$ cat src/design/adapter_pkg.sv
// shared constants and types for the diagnostic and counter register group
package adapter_pkg;
  localparam int ADDR_W = 6;
  localparam logic [5:0] OFF_CNT_HIGH = 6'h1c;
  localparam logic [5:0] OFF_CNT_MID = 6'h1d;
  localparam logic [5:0] OFF_CNT_LOW = 6'h1e;
  localparam logic [5:0] OFF_DIAG = 6'h19;
  localparam logic [5:0] OFF_RST_ASSERT = 6'h20;
  localparam logic [5:0] OFF_VEC0 = 6'h21;
  localparam logic [5:0] OFF_RST_RELEASE = 6'h27;
  localparam int DONE_BIT = 7;
  localparam int DSTAT_LSB = 3;
  localparam int DSTAT_MSB = 6;
  localparam logic [7:0] CMD_ZERO_MASK = 8'h57;
  localparam logic [7:0] DIAG_RESET_VAL = 8'h00;
  localparam logic [7:0] DIAG_PASS_VAL = 8'h80;
  localparam logic [7:0] VEC_RESET = 8'h00;
  localparam logic [7:0] PAT_A = 8'h55;
  localparam logic [7:0] PAT_B = 8'haa;
  localparam int CLK_MHZ = 100;
  localparam int TICK_PERIODS = 1024;
  localparam int TICK_CYCLES = TICK_PERIODS;
  localparam logic [9:0] TICK_LAST = 10'(TICK_CYCLES - 1);
  // self-test codes
  localparam logic [2:0] ST_PASS = 3'h0;
  localparam logic [2:0] ST_BRANCH = 3'h1;
  localparam logic [2:0] ST_FULL = 3'h2;
  localparam logic [2:0] ST_INIT = 3'h3;
  localparam logic [2:0] ST_CMDBITS = 3'h4;
  localparam logic [2:0] ST_DFLAG = 3'h5;
  localparam logic [2:0] ST_TURN = 3'h6;
  // diagnostic command codes
  localparam logic [2:0] DC_NONE = 3'h0;
  localparam logic [2:0] DC_MISS_INIT = 3'h1;
  localparam logic [2:0] DC_MISS_FINAL = 3'h2;
  localparam logic [2:0] DC_GOOD_PAR = 3'h3;
  localparam logic [2:0] DC_BAD_PAR = 3'h4;
  localparam logic [1:0] STROBE_VEC0 = 2'h1;
  localparam logic [1:0] STROBE_VEC1 = 2'h2;

  typedef struct packed {
    logic wr;
    logic rd;
    logic [ADDR_W-1:0] addr;
    logic [7:0] wdata;
  } host_req_t;

  typedef struct packed {
    logic start;
    logic is_select;
    logic single_byte;
  } xfer_cmd_t;
endpackage

$ cat src/design/diag_counter_regs.sv
// diagnostic status, transfer counter, bus reset and vector registers
//
// How it works
// RULE1 - done bit set only after clean self-test
// RULE2 - reset command clears diagnostic command field
// RULE3 - clean reset reads 10000000 in diag_result
// RULE4 - diagnostic command touches only bits 6..3
// RULE5 - self-test fault loads code, then halts
// RULE6 - diag command runs, stores status, completes
// RULE7 - self-test codes 000 through 110 as listed
// RULE8 - nonzero command bits 6,4,2,1,0 give 100
// RULE9 - turnaround bytes and parity flag, else 110
// RULE10 - diag field codes 001 to 100 listed
// RULE11 - 24-bit counter, bytes high, mid, low
// RULE12 - counted mode limits bytes before interrupt
// RULE13 - single-byte mode leaves counter alone
// RULE14 - host loads counter before issuing command
// RULE15 - zero flag reads one when counter zero
// RULE16 - select unit 1024 clocks, abort on expiry
// RULE17 - zero count disables the selection timeout
// RULE18 - any write asserts SCSI bus reset
// RULE19 - any write releases SCSI bus reset
// RULE20 - vector 0 on second, vector 1 third
// RULE21 - vector on low byte with acknowledge
// RULE22 - first of three strobes is ignored
// RULE23 - answer only on matching interrupt level
// RULE24 - decrement per byte or per interval
`timescale 1ns/100ps
module diag_counter_regs (
  input wire logic clock_in,
  input wire logic rstn_in,
  input wire adapter_pkg::host_req_t host_req_in,
  input wire logic reset_cmd_in,
  input wire logic diag_cmd_in,
  input wire logic diag_bad_par_in,
  input wire logic [7:0] command_reg_in,
  input wire adapter_pkg::xfer_cmd_t xfer_cmd_in,
  input wire logic byte_moved_in,
  input wire logic bsy_in,
  input wire logic inta_in,
  input wire logic inta_cycle_in,
  input wire logic [2:0] int_id_in,
  input wire logic [2:0] int_level_in,
  input wire logic [7:0] vector1_in,
  output logic [7:0] rdata_out,
  output logic ack_out,
  output logic bus_rst_out,
  output logic halted_out,
  output logic fnc_done_out,
  output logic count_zero_flag_out,
  output logic xfer_limit_out,
  output logic sel_abort_out
);
  typedef enum logic [3:0] {
    S_BRANCH, S_FULL, S_INIT, S_CMD, S_DFLAG, S_TURN, S_PAR, S_DONE, S_HALT
  } test_state_t;

  test_state_t state_r, state_nxt;
  logic [7:0] diag_r, diag_nxt;
  logic [7:0] vec0_r;
  logic [7:0] loop_r;
  logic full_flag_r, dflag_r, par_flag_r;
  logic bus_rst_r;
  logic [1:0] strobe_cnt_r;
  logic [9:0] tick_cnt_r;
  logic tick;
  logic sel_wait_r, counting_r;
  logic [23:0] count_val;
  logic count_zero;
  logic [2:0] load;
  logic dec;
  logic wr_hit_high, wr_hit_mid, wr_hit_low;
  logic inta_match, give_vec0, give_vec1;
  logic [7:0] reg_rdata;
  logic fail;
  logic [2:0] fail_code;
  logic diag_go;
  logic [2:0] diag_code;

  function automatic logic hit(input adapter_pkg::host_req_t r,
                               input logic [5:0] off);
    return r.wr && r.addr == off;
  endfunction

  // register decode
  assign wr_hit_high = hit(host_req_in, adapter_pkg::OFF_CNT_HIGH);
  assign wr_hit_mid = hit(host_req_in, adapter_pkg::OFF_CNT_MID);
  assign wr_hit_low = hit(host_req_in, adapter_pkg::OFF_CNT_LOW);
  assign load = {wr_hit_high, wr_hit_mid, wr_hit_low}; // RULE11

  always_comb begin
    reg_rdata = 8'h00;
    unique case (host_req_in.addr)
      adapter_pkg::OFF_CNT_HIGH: reg_rdata = count_val[23:16]; // RULE11
      adapter_pkg::OFF_CNT_MID: reg_rdata = count_val[15:8];
      adapter_pkg::OFF_CNT_LOW: reg_rdata = count_val[7:0];
      adapter_pkg::OFF_DIAG: reg_rdata = diag_r;
      default: reg_rdata = 8'h00;
    endcase
  end

  // interrupt acknowledge decode
  assign inta_match = inta_in && inta_cycle_in &&
    int_id_in == int_level_in; // RULE23
  assign give_vec0 = inta_match &&
    strobe_cnt_r == adapter_pkg::STROBE_VEC0; // RULE20 RULE22
  assign give_vec1 = inta_match &&
    strobe_cnt_r == adapter_pkg::STROBE_VEC1; // RULE20

  always_ff @(posedge clock_in or negedge rstn_in) begin
    if (!rstn_in) begin
      strobe_cnt_r <= '0;
    end else if (!inta_cycle_in) begin
      strobe_cnt_r <= '0;
    end else if (inta_in && strobe_cnt_r != adapter_pkg::STROBE_VEC1) begin
      strobe_cnt_r <= strobe_cnt_r + 2'h1;
    end
  end

  always_ff @(posedge clock_in or negedge rstn_in) begin
    if (!rstn_in) begin
      rdata_out <= 8'h00;
      ack_out <= 1'b0;
    end else begin
      ack_out <= host_req_in.rd || host_req_in.wr ||
        give_vec0 || give_vec1; // RULE21
      rdata_out <= give_vec0 ? vec0_r :
        give_vec1 ? vector1_in :
        host_req_in.rd ? reg_rdata : 8'h00; // RULE21
    end
  end

  always_ff @(posedge clock_in or negedge rstn_in) begin
    if (!rstn_in) begin
      vec0_r <= adapter_pkg::VEC_RESET;
    end else if (hit(host_req_in, adapter_pkg::OFF_VEC0)) begin
      vec0_r <= host_req_in.wdata;
    end
  end

  // scsi bus reset drive; a release write in the same cycle wins
  always_ff @(posedge clock_in or negedge rstn_in) begin
    if (!rstn_in) begin
      bus_rst_r <= 1'b0;
    end else if (hit(host_req_in, adapter_pkg::OFF_RST_RELEASE)) begin
      bus_rst_r <= 1'b0; // RULE19
    end else if (hit(host_req_in, adapter_pkg::OFF_RST_ASSERT)) begin
      bus_rst_r <= 1'b1; // RULE18
    end
  end
  assign bus_rst_out = bus_rst_r;

  // 1024-clock interval divider, runs only while a select waits
  always_ff @(posedge clock_in or negedge rstn_in) begin
    if (!rstn_in) begin
      tick_cnt_r <= '0;
    end else if (!sel_wait_r || tick) begin
      tick_cnt_r <= '0;
    end else begin
      tick_cnt_r <= tick_cnt_r + 10'h001;
    end
  end
  assign tick = sel_wait_r && tick_cnt_r == adapter_pkg::TICK_LAST; // RULE16

  // RULE24 RULE13: single-byte commands never count
  assign dec = (counting_r && byte_moved_in) || (sel_wait_r && tick);

  xfer_counter u_count (
    .clock_in(clock_in),
    .rstn_in(rstn_in),
    .load_in(load),
    .wdata_in(host_req_in.wdata),
    .dec_in(dec),
    .value_out(count_val),
    .zero_out(count_zero)
  );

  // command tracking for counted transfers and select timeouts
  always_ff @(posedge clock_in or negedge rstn_in) begin
    if (!rstn_in) begin
      sel_wait_r <= 1'b0;
      counting_r <= 1'b0;
      sel_abort_out <= 1'b0;
      xfer_limit_out <= 1'b0;
      count_zero_flag_out <= 1'b1;
    end else begin
      count_zero_flag_out <= count_zero; // RULE15
      sel_abort_out <= 1'b0;
      xfer_limit_out <= 1'b0;
      if (state_r != S_DONE) begin
        sel_wait_r <= 1'b0;
        counting_r <= 1'b0;
      end else if (xfer_cmd_in.start) begin
        // RULE17: zero count means wait forever
        sel_wait_r <= xfer_cmd_in.is_select && !count_zero; // RULE16
        counting_r <= !xfer_cmd_in.is_select &&
          !xfer_cmd_in.single_byte; // RULE12 RULE13
      end else if (sel_wait_r && bsy_in) begin
        sel_wait_r <= 1'b0;
      end else if (sel_wait_r && tick &&
                   count_val == 24'h00_0001) begin
        sel_wait_r <= 1'b0;
        sel_abort_out <= 1'b1; // RULE16
      end else if (counting_r && byte_moved_in &&
                   count_val == 24'h00_0001) begin
        counting_r <= 1'b0;
        xfer_limit_out <= 1'b1; // RULE12
      end
    end
  end

  // self-test sequencer
  always_comb begin
    fail = 1'b0;
    fail_code = adapter_pkg::ST_PASS;
    state_nxt = state_r;
    unique case (state_r)
      S_BRANCH: state_nxt = S_FULL;
      S_FULL: begin
        fail = !full_flag_r;
        fail_code = adapter_pkg::ST_FULL; // RULE7
        state_nxt = S_INIT;
      end
      S_INIT: begin
        fail = bus_rst_r || dflag_r;
        fail_code = adapter_pkg::ST_INIT;
        state_nxt = S_CMD;
      end
      S_CMD: begin
        fail = |(command_reg_in & adapter_pkg::CMD_ZERO_MASK);
        fail_code = adapter_pkg::ST_CMDBITS; // RULE8
        state_nxt = S_DFLAG;
      end
      S_DFLAG: begin
        fail = !dflag_r;
        fail_code = adapter_pkg::ST_DFLAG;
        state_nxt = S_TURN;
      end
      S_TURN: begin
        fail = loop_r != adapter_pkg::PAT_A || !par_flag_r;
        fail_code = adapter_pkg::ST_TURN; // RULE9
        state_nxt = S_PAR;
      end
      S_PAR: begin
        fail = loop_r != adapter_pkg::PAT_B || par_flag_r;
        fail_code = adapter_pkg::ST_TURN; // RULE9
        state_nxt = S_DONE;
      end
      S_DONE: state_nxt = S_DONE;
      S_HALT: state_nxt = S_HALT; // RULE5
    endcase
    if (fail) begin
      state_nxt = S_HALT; // RULE5
    end
    if (reset_cmd_in) begin
      state_nxt = S_BRANCH;
    end
  end

  // diagnostic command: turnaround through the loop register
  assign diag_go = diag_cmd_in && state_r == S_DONE;
  assign diag_code = loop_r != adapter_pkg::PAT_B ?
    adapter_pkg::DC_MISS_FINAL :
    diag_bad_par_in ? adapter_pkg::DC_BAD_PAR :
    adapter_pkg::DC_GOOD_PAR; // RULE10

  always_comb begin
    diag_nxt = diag_r;
    if (reset_cmd_in) begin
      diag_nxt = adapter_pkg::DIAG_RESET_VAL; // RULE2
    end else if (fail) begin
      diag_nxt[2:0] = fail_code; // RULE5 RULE7
    end else if (state_r == S_PAR) begin
      diag_nxt[adapter_pkg::DONE_BIT] = 1'b1; // RULE1 RULE3
      diag_nxt[2:0] = adapter_pkg::ST_PASS;
    end else if (diag_go) begin
      // RULE4 RULE6: only the status field changes
      diag_nxt[adapter_pkg::DSTAT_MSB:adapter_pkg::DSTAT_LSB] =
        {1'b0, diag_code};
    end
  end

  always_ff @(posedge clock_in or negedge rstn_in) begin
    if (!rstn_in) begin
      state_r <= S_BRANCH;
      diag_r <= adapter_pkg::DIAG_RESET_VAL;
      fnc_done_out <= 1'b0;
    end else begin
      state_r <= state_nxt;
      diag_r <= diag_nxt;
      fnc_done_out <= diag_go && !reset_cmd_in; // RULE6
    end
  end

  // internal test flags and the turnaround path
  always_ff @(posedge clock_in or negedge rstn_in) begin
    if (!rstn_in) begin
      full_flag_r <= 1'b0;
      dflag_r <= 1'b0;
      par_flag_r <= 1'b0;
      loop_r <= 8'h00;
    end else begin
      full_flag_r <= state_nxt == S_FULL;
      dflag_r <= state_nxt == S_DFLAG;
      par_flag_r <= state_nxt == S_TURN;
      loop_r <= (state_nxt == S_TURN) ? adapter_pkg::PAT_A :
        adapter_pkg::PAT_B; // RULE9
    end
  end

  always_ff @(posedge clock_in or negedge rstn_in) begin
    if (!rstn_in) begin
      halted_out <= 1'b0;
    end else begin
      halted_out <= state_nxt == S_HALT; // RULE5
    end
  end

  // checks
  pass_pattern_a: assert property (@(posedge clock_in) disable iff (!rstn_in)
    state_r == S_PAR && !reset_cmd_in && !fail
    |=> diag_r == adapter_pkg::DIAG_PASS_VAL || diag_r[6:3] != 4'h0)
    else $error("clean self-test did not give pass pattern"); // RULE3
  done_only_pass_a: assert property (@(posedge clock_in) disable iff (!rstn_in)
    $rose(diag_r[adapter_pkg::DONE_BIT]) |-> diag_r[2:0] == 3'h0)
    else $error("done bit set with failure code"); // RULE1
  reset_clear_a: assert property (@(posedge clock_in) disable iff (!rstn_in)
    reset_cmd_in |=> diag_r[6:3] == 4'h0)
    else $error("reset command left diag field"); // RULE2
  diag_keep_a: assert property (@(posedge clock_in) disable iff (!rstn_in)
    diag_go && !reset_cmd_in |=> diag_r[7] == $past(diag_r[7]) &&
      diag_r[2:0] == $past(diag_r[2:0]))
    else $error("diag command altered test bits"); // RULE4
  diag_done_a: assert property (@(posedge clock_in) disable iff (!rstn_in)
    diag_go && !reset_cmd_in |=> fnc_done_out && diag_r[5:3] != 3'h0)
    else $error("diag command gave no completion"); // RULE6
  halt_hold_a: assert property (@(posedge clock_in) disable iff (!rstn_in)
    state_r == S_HALT && !reset_cmd_in |=> state_r == S_HALT)
    else $error("halt left without reset"); // RULE5
  cmd_bits_a: assert property (@(posedge clock_in) disable iff (!rstn_in)
    state_r == S_CMD && !reset_cmd_in &&
    (command_reg_in & adapter_pkg::CMD_ZERO_MASK) != 8'h00
    |=> diag_r[2:0] == adapter_pkg::ST_CMDBITS && halted_out)
    else $error("command bit fault not reported"); // RULE8
  single_keep_a: assert property (@(posedge clock_in) disable iff (!rstn_in)
    !counting_r && !sel_wait_r && load == 3'h0 |=> $stable(count_val))
    else $error("counter moved outside a counted command"); // RULE13
  zero_flag_a: assert property (@(posedge clock_in) disable iff (!rstn_in)
    1'b1 |=> count_zero_flag_out == ($past(count_val) == 24'h00_0000))
    else $error("zero flag wrong"); // RULE15
  no_abort_zero_a: assert property (@(posedge clock_in)
    disable iff (!rstn_in)
    state_r == S_DONE && xfer_cmd_in.start && xfer_cmd_in.is_select &&
    count_zero |=> !sel_wait_r ##1 !sel_abort_out)
    else $error("zero count started a timeout"); // RULE17
  bus_rst_set_a: assert property (@(posedge clock_in) disable iff (!rstn_in)
    host_req_in.wr && host_req_in.addr == adapter_pkg::OFF_RST_ASSERT
    |=> bus_rst_out)
    else $error("bus reset not asserted"); // RULE18
  bus_rst_rel_a: assert property (@(posedge clock_in) disable iff (!rstn_in)
    host_req_in.wr && host_req_in.addr == adapter_pkg::OFF_RST_RELEASE
    |=> !bus_rst_out)
    else $error("bus reset not released"); // RULE19
  vec0_give_a: assert property (@(posedge clock_in) disable iff (!rstn_in)
    give_vec0 |=> ack_out && rdata_out == $past(vec0_r))
    else $error("vector 0 not returned"); // RULE20
  inta_first_a: assert property (@(posedge clock_in) disable iff (!rstn_in)
    inta_in && strobe_cnt_r == 2'h0 && !host_req_in.rd &&
    !host_req_in.wr |=> !ack_out)
    else $error("first strobe answered"); // RULE22
endmodule

$ cat src/design/xfer_counter.sv
// 24-bit transfer counter built from three loadable byte counters
`timescale 1ns/100ps
module xfer_counter (
  input wire logic clock_in,
  input wire logic rstn_in,
  input wire logic [2:0] load_in,
  input wire logic [7:0] wdata_in,
  input wire logic dec_in,
  output logic [23:0] value_out,
  output logic zero_out
);
  logic [23:0] count_r;
  logic [23:0] count_nxt;
  logic [23:0] dec_val;

  assign dec_val = count_r - 24'h00_0001;

  // byte 2 is most significant, byte 0 least; a load wins over a decrement
  genvar g;
  generate
    for (g = 0; g < 3; g++) begin : g_byte
      assign count_nxt[g*8 +: 8] = load_in[g] ? wdata_in :
        (dec_in && count_r != '0) ? dec_val[g*8 +: 8] : count_r[g*8 +: 8];
    end
  endgenerate

  always_ff @(posedge clock_in or negedge rstn_in) begin
    if (!rstn_in) begin
      count_r <= '0;
    end else begin
      count_r <= count_nxt;
    end
  end

  assign value_out = count_r;
  assign zero_out = (count_r == '0);
endmodule

$ cat config.mk
export PLATFORM = sky130hd
export DESIGN_NAME = diag_counter_regs
export DESIGN_NICKNAME = d
export VERILOG_FILES = /design/src/design/adapter_pkg.sv /design/src/design/diag_counter_regs.sv /design/src/design/xfer_counter.sv
export SDC_FILE = /design/constraint.sdc
export NUM_CORES = 1
export LEC_CHECK = 0
export ABC_AREA = 1
export BUFFER_PORTS_ARGS = -buffer_cell sky130_fd_sc_hd__buf_2
export CORE_MARGIN = 2
export CORE_UTILIZATION = 55
export DETAILED_ROUTE_END_ITERATION = 16
export PLACE_DENSITY = 0.74
export SLEW_MARGIN = 20
export SYNTH_ARGS = -nofsm -noshare
export SYNTH_HDL_FRONTEND = slang
export SYNTH_SLANG_ARGS = --single-unit
export TNS_END_PERCENT = 1
$ cat constraint.sdc
create_clock -name clock_in -period 4 [get_ports clock_in]
set_input_delay 0.6 -clock clock_in [delete_from_list [all_inputs] [get_ports clock_in]]
set_output_delay 0.6 -clock clock_in [all_outputs]
set_load 0.005 [all_outputs]
======== Word-level counts from Yosys, hierarchy flattened ========
Cells that the tools add are included.
operators by class
  add/sub/neg operators ................... 3
  $mul .................................... 0
  divide/modulo/power cells ............... 0
  $lt $le $gt $ge ......................... 0
  equality and inequality tests ........... 33
  shifts and indexed selects .............. 0
  multiplexer cells ....................... 48
  bitwise gates (word level) .............. 0
  reduce and logical (&&, ||, !) cells .... 56
operators with widths
  operator               count
  $mux 8                 11
  $pmux 4 s8             1
  $pmux 8 s4             1
  $eq 24x1->1 const B    1
  $eq 4x3->1 const B     6
  $eq 6x5->1 const B     4
  $logic_not 24->1       1
  $reduce_bool 24->1     1
  $sub 24x1->24 const B  1
  $logic_and 1x1->1      22
  $mux 1                 21
  $eq 6x6->1 const B     3
  $mux 4                 4
  $pmux 3 s5             1
  $mux 3                 4
  $reduce_bool 2->1      6
  $add 10x1->10 const B  1
  $eq 10x10->1 const B   1
  $mux 10                1
  $eq 4x1->1 const B     2
  $eq 4x2->1 const B     2
  $eq 4x4->1 const B     2
  $logic_not 1->1        8
  $logic_or 1x1->1       8
  other kinds (20)       27
storage, ports and cells
  bits in registers ....................... 84
  latch bits .............................. 0
  RAM bits ................................ 0
  bits in read-only memories .............. 0
  bits of input ports ..................... 50
  output and inout port bits .............. 15
  logic and storage cells ................. 164
  memories ................................ 0

======== Depth between registers and ports, before layout ========
Gate-level depths: netlist of run 1.
  depth in word-level cells ............... 8
  mapped depth ............................ 11

======== Modules after synthesis ========
Synthesis of run 1 repeated with hierarchy kept, for this count alone.
unflattened totals
  cell total of the unflattened synthesis .. 705
  area, all modules ....................... 4877.2 um^2
modules (own cells, without submodules)
  module             times used  cells each  area an instance (um^2)
  diag_counter_regs  1           402         3000.4
  xfer_counter       1           303         1876.8

======== Least setup slack after synthesis of run 1 ========
Ideal clock, no wire load.
  path kind ............................... input to register
  start ................................... input port host_req_in[13] (netlist bit)
  end ..................................... register u_count.count_r[3] (netlist: u_count.value_out[3])
  library setup time ...................... 117 ps
  arrival time ............................ 1456 ps
  data required time ...................... 3883 ps
  setup slack ............................. 2426 ps
  stages .................................. 9
  buffers on the path ..................... 1
  cell sequence ........................... inv_2 -> nand2_1 -> nor2_8 -> nand3_4 -> buf_2 -> o21ai_1 -> o21ai_0 -> nand2_1 -> o21ai_2
on the way
  cells in the longest elaborated chain, start to end .. 3
RTL lines
  what                                         RTL line                 RTL
  start: declaration                           diag_counter_regs.sv:32  input wire adapter_pkg::host_req_t host_req_in,
  $eq 6x5->1 *                                 diag_counter_regs.sv:82  return r.wr && r.addr == off;
  $logic_and 1x1->1 *                          diag_counter_regs.sv:82
  $mux 8 or $reduce_bool 2->1 (tied branches)  -
  end signal: assignment                       xfer_counter.sv:31       count_r <= count_nxt;
  end: declaration                             xfer_counter.sv:12       logic [23:0] count_r;
Mark *: on every way between the ends. The rest lies on a longest branch, timed or not.
A chain may end at the register's enable or synchronous reset.

======== Worst setup path in the final report of run 1 ========
  start ................................... register u_count.count_r[2] (netlist: u_count.value_out[2])
  end ..................................... register u_count.count_r[17] (netlist: u_count.value_out[17])
on the way
  cells in the longest elaborated chain, start to end .. 3
RTL lines
  what                                                 RTL line                                RTL
  $sub 24x1->24 or $reduce_bool 24->1 (tied branches)  xfer_counter.sv:16, xfer_counter.sv:23
  $mux 8 or $logic_and 1x1->1 (tied branches)          xfer_counter.sv:23                      (dec_in && count_r != '0) ? dec_val[g*8 +: 8] : count_r[g*8 +: 8];
  $mux 8 or $reduce_bool 2->1 (tied branches)          -
Parallel ways exist; a longest one is shown, timed or not. The select of a mux whose other input is x is not followed.

==> results.cfg, run 1 <==
[place]
gp_congestion = 0.9400
port_buffers = 61
post-place-ws_ns = 1.950
dpl_cell_area_um2 = 5341
dp_cells = 877
dp_hpwl_um = 9180

[layout]
layout-drive-gt1-share_pct = 17.32
finalNetCount = 836
diodes = 0
final_util_pct = 63.29
syn2layout_area_growth_pct = 11.38
fillers = 819
final_cell_area_um2 = 5547
stdcell_count = 893

[hold_path]
hp-class = in2async

[cts]
post_cts_buffers = 0
root_buffer = clkbuf_8
postCtsHoldBufs = 0
clkSinkCount = 76
cts-buffers-inserted = 9
clkTransAtPathRegs_ns = 0.08
clock_latency_ns = 0.35
cts_max_path_buffers = 2
ctsResizeCount = 0
cts_tree = done
h-tree-depth = 3

[synthesis]
yosysTopAreaCell = dfrtp_1
synth-edff-count = 0
ys_seq_elements = 76
ys_types = 36
synth_async_sr_flop_share_pct = 100.0
avgSynthCellArea_um2 = 6.926
syn_inst = 719
synth_flop_cell = dfrtp_1
synth_common_cells = 183 x nand2_1, 109 x nand3_1, 105 x nor2_1
ys_top_cells_by_area = dfrtp_1 38%, nand2_1 14%, nand3_1 11%, nor2_1 7.9%, inv_1 6.6%
synthesis.area_um2 = 4980
syn-num-nets = 775
synth-warning-count = 0
yosys.area.top_type_share_pct = 37.69
yosysSeqAreaShare_pct = 38.22
synth.most_common_cell = nand2_1

[power]
finalPower_mw = 2.052
ir_drop_mv = 0.2899
power_density_nw_per_um2 = 369.9
power_leakage_nw = 2.965

[setup_path]
worst_path_max_delay_cell = nor2_1
cp_cell_sequence = nor2_1 > nand2_1 > nor2_1 > nand3_1 > nand2_1 > nand2_1 > nand3_1 > nand3_1
critPathMaxFanout = 11
reg2reg_depth = 8
required_ns = 4.23
path_class = reg2reg
arrival_ns = 2.16
start_kind = register
critPathMaxStageDelay_ns = 0.61
crit_path_end_kind = register

[grt]
grt_max_degree = 77
grt_overflow_total = 0
grt_usage_pct = 25.73
grt_pass1_wl_um = 20220
grt_pass1_vias = 4347
antenna_found_initial = 0

[flow_run]
cap_violations = 0

[route]
wirelength_um = 12180
wire_per_inst_um = 13.63
num_vias = 4769
antenna_left = 0
via_per_inst = 5.340
drt-initial-drc-count = 291
drcViolationCount = 0
first_pass_iters = 5

[run_status]
status = finished clean

[die]
core-area_um2 = 8763
io_pins = 65
initial_core_util_pct = 56.82
die_x_um = 99.16
rows = 34
die_area_um2 = 9832
die_h_um = 99.16

[timing]
clock_skew_ns = 0.01248
slew_headroom_pct = 36.50
period_minus_slack_ns = 1.926
hold_viol = 0
fin_tns_setup_ns = 0
whs_ns = 0.3960
slew_violations = 0
setup_ws_ns = 2.074
finalSetupViolCount = 0
fin_crit_sh_pct = 48.14
rsz0062_at_grt = false
tightest_slew_ns = 0.9524
fmax_ghz = 0.5193
==> worst max-delay path, delay by kind of cell, from the launching register on <==
kind,cells,cell delay [ns]
flip-flops,1,0.45
AND/OR/NAND/NOR,8,1.35
==> cells by family after synthesis <==
kind of cell / synth area share, %
XOR/XNOR: 0.1759
buffers and inverters: 8.995
flip-flops: 38.22
adder cells (fa/ha/maj): 1.507
AO/OA/AOI/OAI: 6.759
AND/OR/NAND/NOR: 44.35
==> path summary, 6_finish.rpt <==
| kind | start | end | slack [ns] |
|---|---|---|---|
| setup / recovery | u_count.value_out[2] | u_count.value_out[17] | 2.07 |
| hold / removal | rstn_in | tick_cnt_r[2] | 0.40 |
| hold reg to reg | tick_cnt_r[0] | tick_cnt_r[0] | 0.46 |
| setup reg to reg | u_count.value_out[2] | u_count.value_out[17] | 2.07 |
| min in group clock_in | diag_bad_par_in | diag_r[3] | 0.45 |
| max in group asynchronous | rstn_in | u_count.value_out[12] | 2.98 |
==> area by class of cell <==
class	count	area, um2	area share, %
Clock inverter	3	46.29	0.8346
Timing Repair Buffer	61	307.8	5.549
Sequential cell	76	1903	34.31
Tap cell	108	135.1	2.436
Clock buffer	13	158.9	2.865
Multi-Input combinational cell	535	2629	47.39
Inverter	97	366.6	6.610
==> placed cells by master, fill, tap and decap left out, drive strengths merged <==
cell type,count
nand2,196
nor2,129
nand3,114
inv,96
dfrtp,75
buf,61
o21ai,48
nand4,14
clkbuf,13
a21oi,8
ha,6
nor3,5
nor3b,4
nand3b,2
o21a,2
and2,2
clkinv,2
or2,1
o21bai,1
nor4,1
xnor2,1
o31ai,1
bufinv,1
clkinvlp,1
dfstp,1
==> per-layer routing <==
metal / track usage (%) / vias up / part of all wire (%)
met4: 9.273 / 0 / 1.9
met1: 36.02 / 2173 / 45
li1: - / 2413 / -
met5: 0 / - / 0
met3: 3.725 / 20 / 6.8
met2: 41.06 / 163 / 46
==> where the power goes <==
part           switching, mW  internal [mW]  leakage [nW]
sequential            0.0814          0.841          1.00
clock                  0.285          0.324        0.0998
combinational          0.345          0.175          1.86
total                  0.711           1.34          2.96
==> sequential cells by signal (all words and copies together) (netlist names) <==
signal               flops
dflag_r                  1
rdata_out                8
tick_cnt_r              10
u_count.value_out       24
ack_out                  1
fnc_done_out             1
loop_r                   2
counting_r               1
halted_out               1
sel_abort_out            1
vec0_r                   8
xfer_limit_out           1
strobe_cnt_r             2
sel_wait_r               1
bus_rst_out              1
state_r                  4
full_flag_r              1
diag_r                   7
count_zero_flag_out      1
(Power assumes the default switching activity.)
==> run 2: changes to the inputs <==
- ABC_AREA: 1 -> 0
- PLACE_DENSITY: 0.74 -> 0.76
- clock period: 4 -> 1.9 ns (I/O delays scaled with it)
==> run 2 against run 1 <==
Compared with the run above:
- the run now ends with negative setup slack left
- clock power rose by 130%
- routed wire length fell by 15%
- highest routed layer unchanged
- hold slack got worse by 0.22 ns
- combinational power rose by 120%
- core utilization rose by 6.8 points
- total power rose by 120%
- synthesized cell count fell by 38%
- first-iteration DRC count rose by 19%
- final cell count fell by 27%
- critical endpoint is now u_count.value_out[12]
- largest cell class unchanged
- maximum frequency fell by 0.58%
- via count fell by 23%
- sequential share of layout area rose by 2.9 points
==> results.cfg, run 2 <==
[die]
initial_core_util_pct = 56.83
die_x_um = 90.80
core-area_um2 = 7292
io_pins = 65
rows = 31
die_h_um = 90.80
die_area_um2 = 8245

[setup_path]
critPathMaxStageDelay_ns = 0.56
worst_path_max_delay_cell = or4_4
critPathMaxFanout = 11
path_class = reg2reg
arrival_ns = 2.14
start_kind = register
critical-path-top-delay-family = simple AND/OR/NAND/NOR gates
cp_cell_sequence = or4_4 > nor3_4 > nand4_2 > buf_4 > nand4b_1 > xor2_1 > a21oi_1
required_ns = 2.10
crit_path_end_kind = register
crit_buf_inv = 1

[cts]
root_buffer = clkbuf_8
clock_latency_ns = 0.35
clkSinkCount = 76
cts_max_path_buffers = 2
cts_tree = done
cts-buffers-inserted = 9
clkTransAtPathRegs_ns = 0.08
post_cts_buffers = 0
h-tree-depth = 3

[grt]
grt_pass1_vias = 3631
grt_overflow_total = 0
antenna_found_initial = 0
grt_pass1_wl_um = 17090
grt_max_degree = 50
grt_usage_pct = 26.02

[layout]
diodes = 0
finalNetCount = 600
final_cell_mix = 75 x dfrtp_1, 60 x nor2_1, 60 x buf_2
largest_reg_flops = 24
final_common_cell = dfrtp_1
layout-drive-gt1-share_pct = 26.78
syn2layout_area_growth_pct = 23.40
stdcell_count = 648
final_cell_area_um2 = 5114

[route]
num_vias = 3667
first_pass_iters = 6
drt-initial-drc-count = 347
via_per_inst = 5.659
wire_per_inst_um = 16.00
wirelength_um = 10370
antenna_left = 0
drcViolationCount = 0

[synthesis]
yosysTopAreaCell = dfrtp_1
ys_types = 53
syn-num-nets = 501
syn_inst = 445
synth-edff-count = 0
synth_async_sr_flop_share_pct = 100.0
ys_top_cells_by_area = dfrtp_1 45%, xor2_1 6.1%, nor2_1 5.5%, nand2_1 3.7%, a21oi_1 3.1%
ys_seq_elements = 76
yosys.area.top_type_share_pct = 45.29
synthesis.area_um2 = 4144
synth_common_cells = 75 x dfrtp_1, 61 x nor2_1, 41 x nand2_1
avgSynthCellArea_um2 = 9.312
synth-warning-count = 0
synth_flop_cell = dfrtp_1
synth.most_common_cell = dfrtp_1
yosysSeqAreaShare_pct = 45.92

[timing]
finalSetupViolCount = 10
slew_headroom_pct = 64.06
period_minus_slack_ns = 1.937
setup_ws_ns = -0.03678
clock_skew_ns = 0.01330
tightest_slew_ns = 0.5378
slew_violations = 0
hold_viol = 0
rsz0062_at_grt = true
fin_crit_sh_pct = 101.9
fmax_ghz = 0.5163

[power]
power_density_nw_per_um2 = 891.2
ir_drop_mv = 0.7978
power_leakage_nw = 2.376

[place]
dp_hpwl_um = 7692
port_buffers = 61
dpl_cell_area_um2 = 4830
dp_cells = 631
gp_congestion = 0.9410

[run_status]
violations = negative setup slack
status = finished, violations left

[hold_path]
hp-class = in2reg

[flow_run]
cap_violations = 0
[run 2: cell types whose count changed after synthesis, moves of 15 or more]
cell,delta
o21ai_1,-16
nand3_1,-87
nor2_1,-44
inv_1,-77
nor2_2,-15
nor3_1,+15
nand2_1,-142
a21oi_1,+18
xor2_1,+29
[run 2: routing by layer]
| layer | global-route usage (%) | wire length (um) | vias up |
|---|---|---|---|
| met2 | 44.22 | 5253 | 111 |
| li1 | - | - | 1777 |
| met5 | 0 | 0 | - |
| met1 | 33.99 | 4440 | 1763 |
| met3 | 5.927 | 550 | 16 |
| met4 | 6.187 | 124 | 0 |
[run 2: final timing paths]
check	start	end	slack (ns)	cells past startpoint
max reg2reg	u_count.value_out[18]	u_count.value_out[12]	-0.04	7
min	xfer_cmd_in[0]	counting_r	0.18	4
min reg2reg	vec0_r[4]	rdata_out[4]	0.50	1
max in group asynchronous	rstn_in	count_zero_flag_out	0.88	3
min in group asynchronous	rstn_in	strobe_cnt_r[1]	0.39	2
max	u_count.value_out[18]	u_count.value_out[12]	-0.04	7
[run 2: stage by stage]
stage / utilization, % / TNS, ns / hold WS [ns] / power (mW) / worst slack (ns)
detailed placement: 66.23 / -0.4707 / 0.2258 / 3.108 / -0.05454
floorplan: - / 0 / -0.01059 / 2.658 / 0.0007234
global placement: 66.23 / -0.01992 / 0.2259 / 3.068 / -0.01821
global route: 70.13 / -2.618 / 0.1672 / 4.799 / -0.1441
finish: 70.13 / -0.1317 / 0.1795 / 4.557 / -0.03678
CTS: 69.72 / -0.09547 / 0.1688 / 4.538 / -0.02925
[run 2: cell families after synthesis]
| group | Yosys count | share of synthesized area (%) |
|---|---|---|
| flops | 76 | 45.92 |
| fa+ha+maj | 6 | 1.812 |
| xor+xnor | 36 | 7.609 |
| simple gates | 212 | 26.66 |
| mux | 16 | 4.137 |
| compound gates | 72 | 10.99 |
| buf+inv | 27 | 2.868 |
[run 2: where the power goes]
part,internal (mW),leakage (nW),switching (mW),total (mW)
Sequential,1.81,1.00,0.206,2.01
Combinational,0.534,1.26,0.602,1.14
Clock,0.782,0.114,0.626,1.41
[run 2: layout make-up]
class / instances / area [um2]
Clock inverter: 5 / 82.58
Fill cell: 604 / 2178
Inverter: 10 / 37.54
Sequential cell: 76 / 1903
Timing Repair Buffer: 105 / 656.9
Multi-Input combinational cell: 342 / 2168
Tap cell: 99 / 123.9
Clock buffer: 11 / 141.4
[run 2: tightest hold or removal path, delay by kind of cell]
family / cells / cell delay, ns
AO/OA/AOI/OAI: 1 / 0.06
AND/OR/NAND/NOR: 2 / 0.08
buffers and inverters: 1 / 0.08
[run 2: repair_timing]
action	in CTS	in global routing
resized for setup	5	6
hold endpoints to repair	27	0
hold buffers	1	0
pin swaps	1	1
endpoints found under the setup margin	22	31
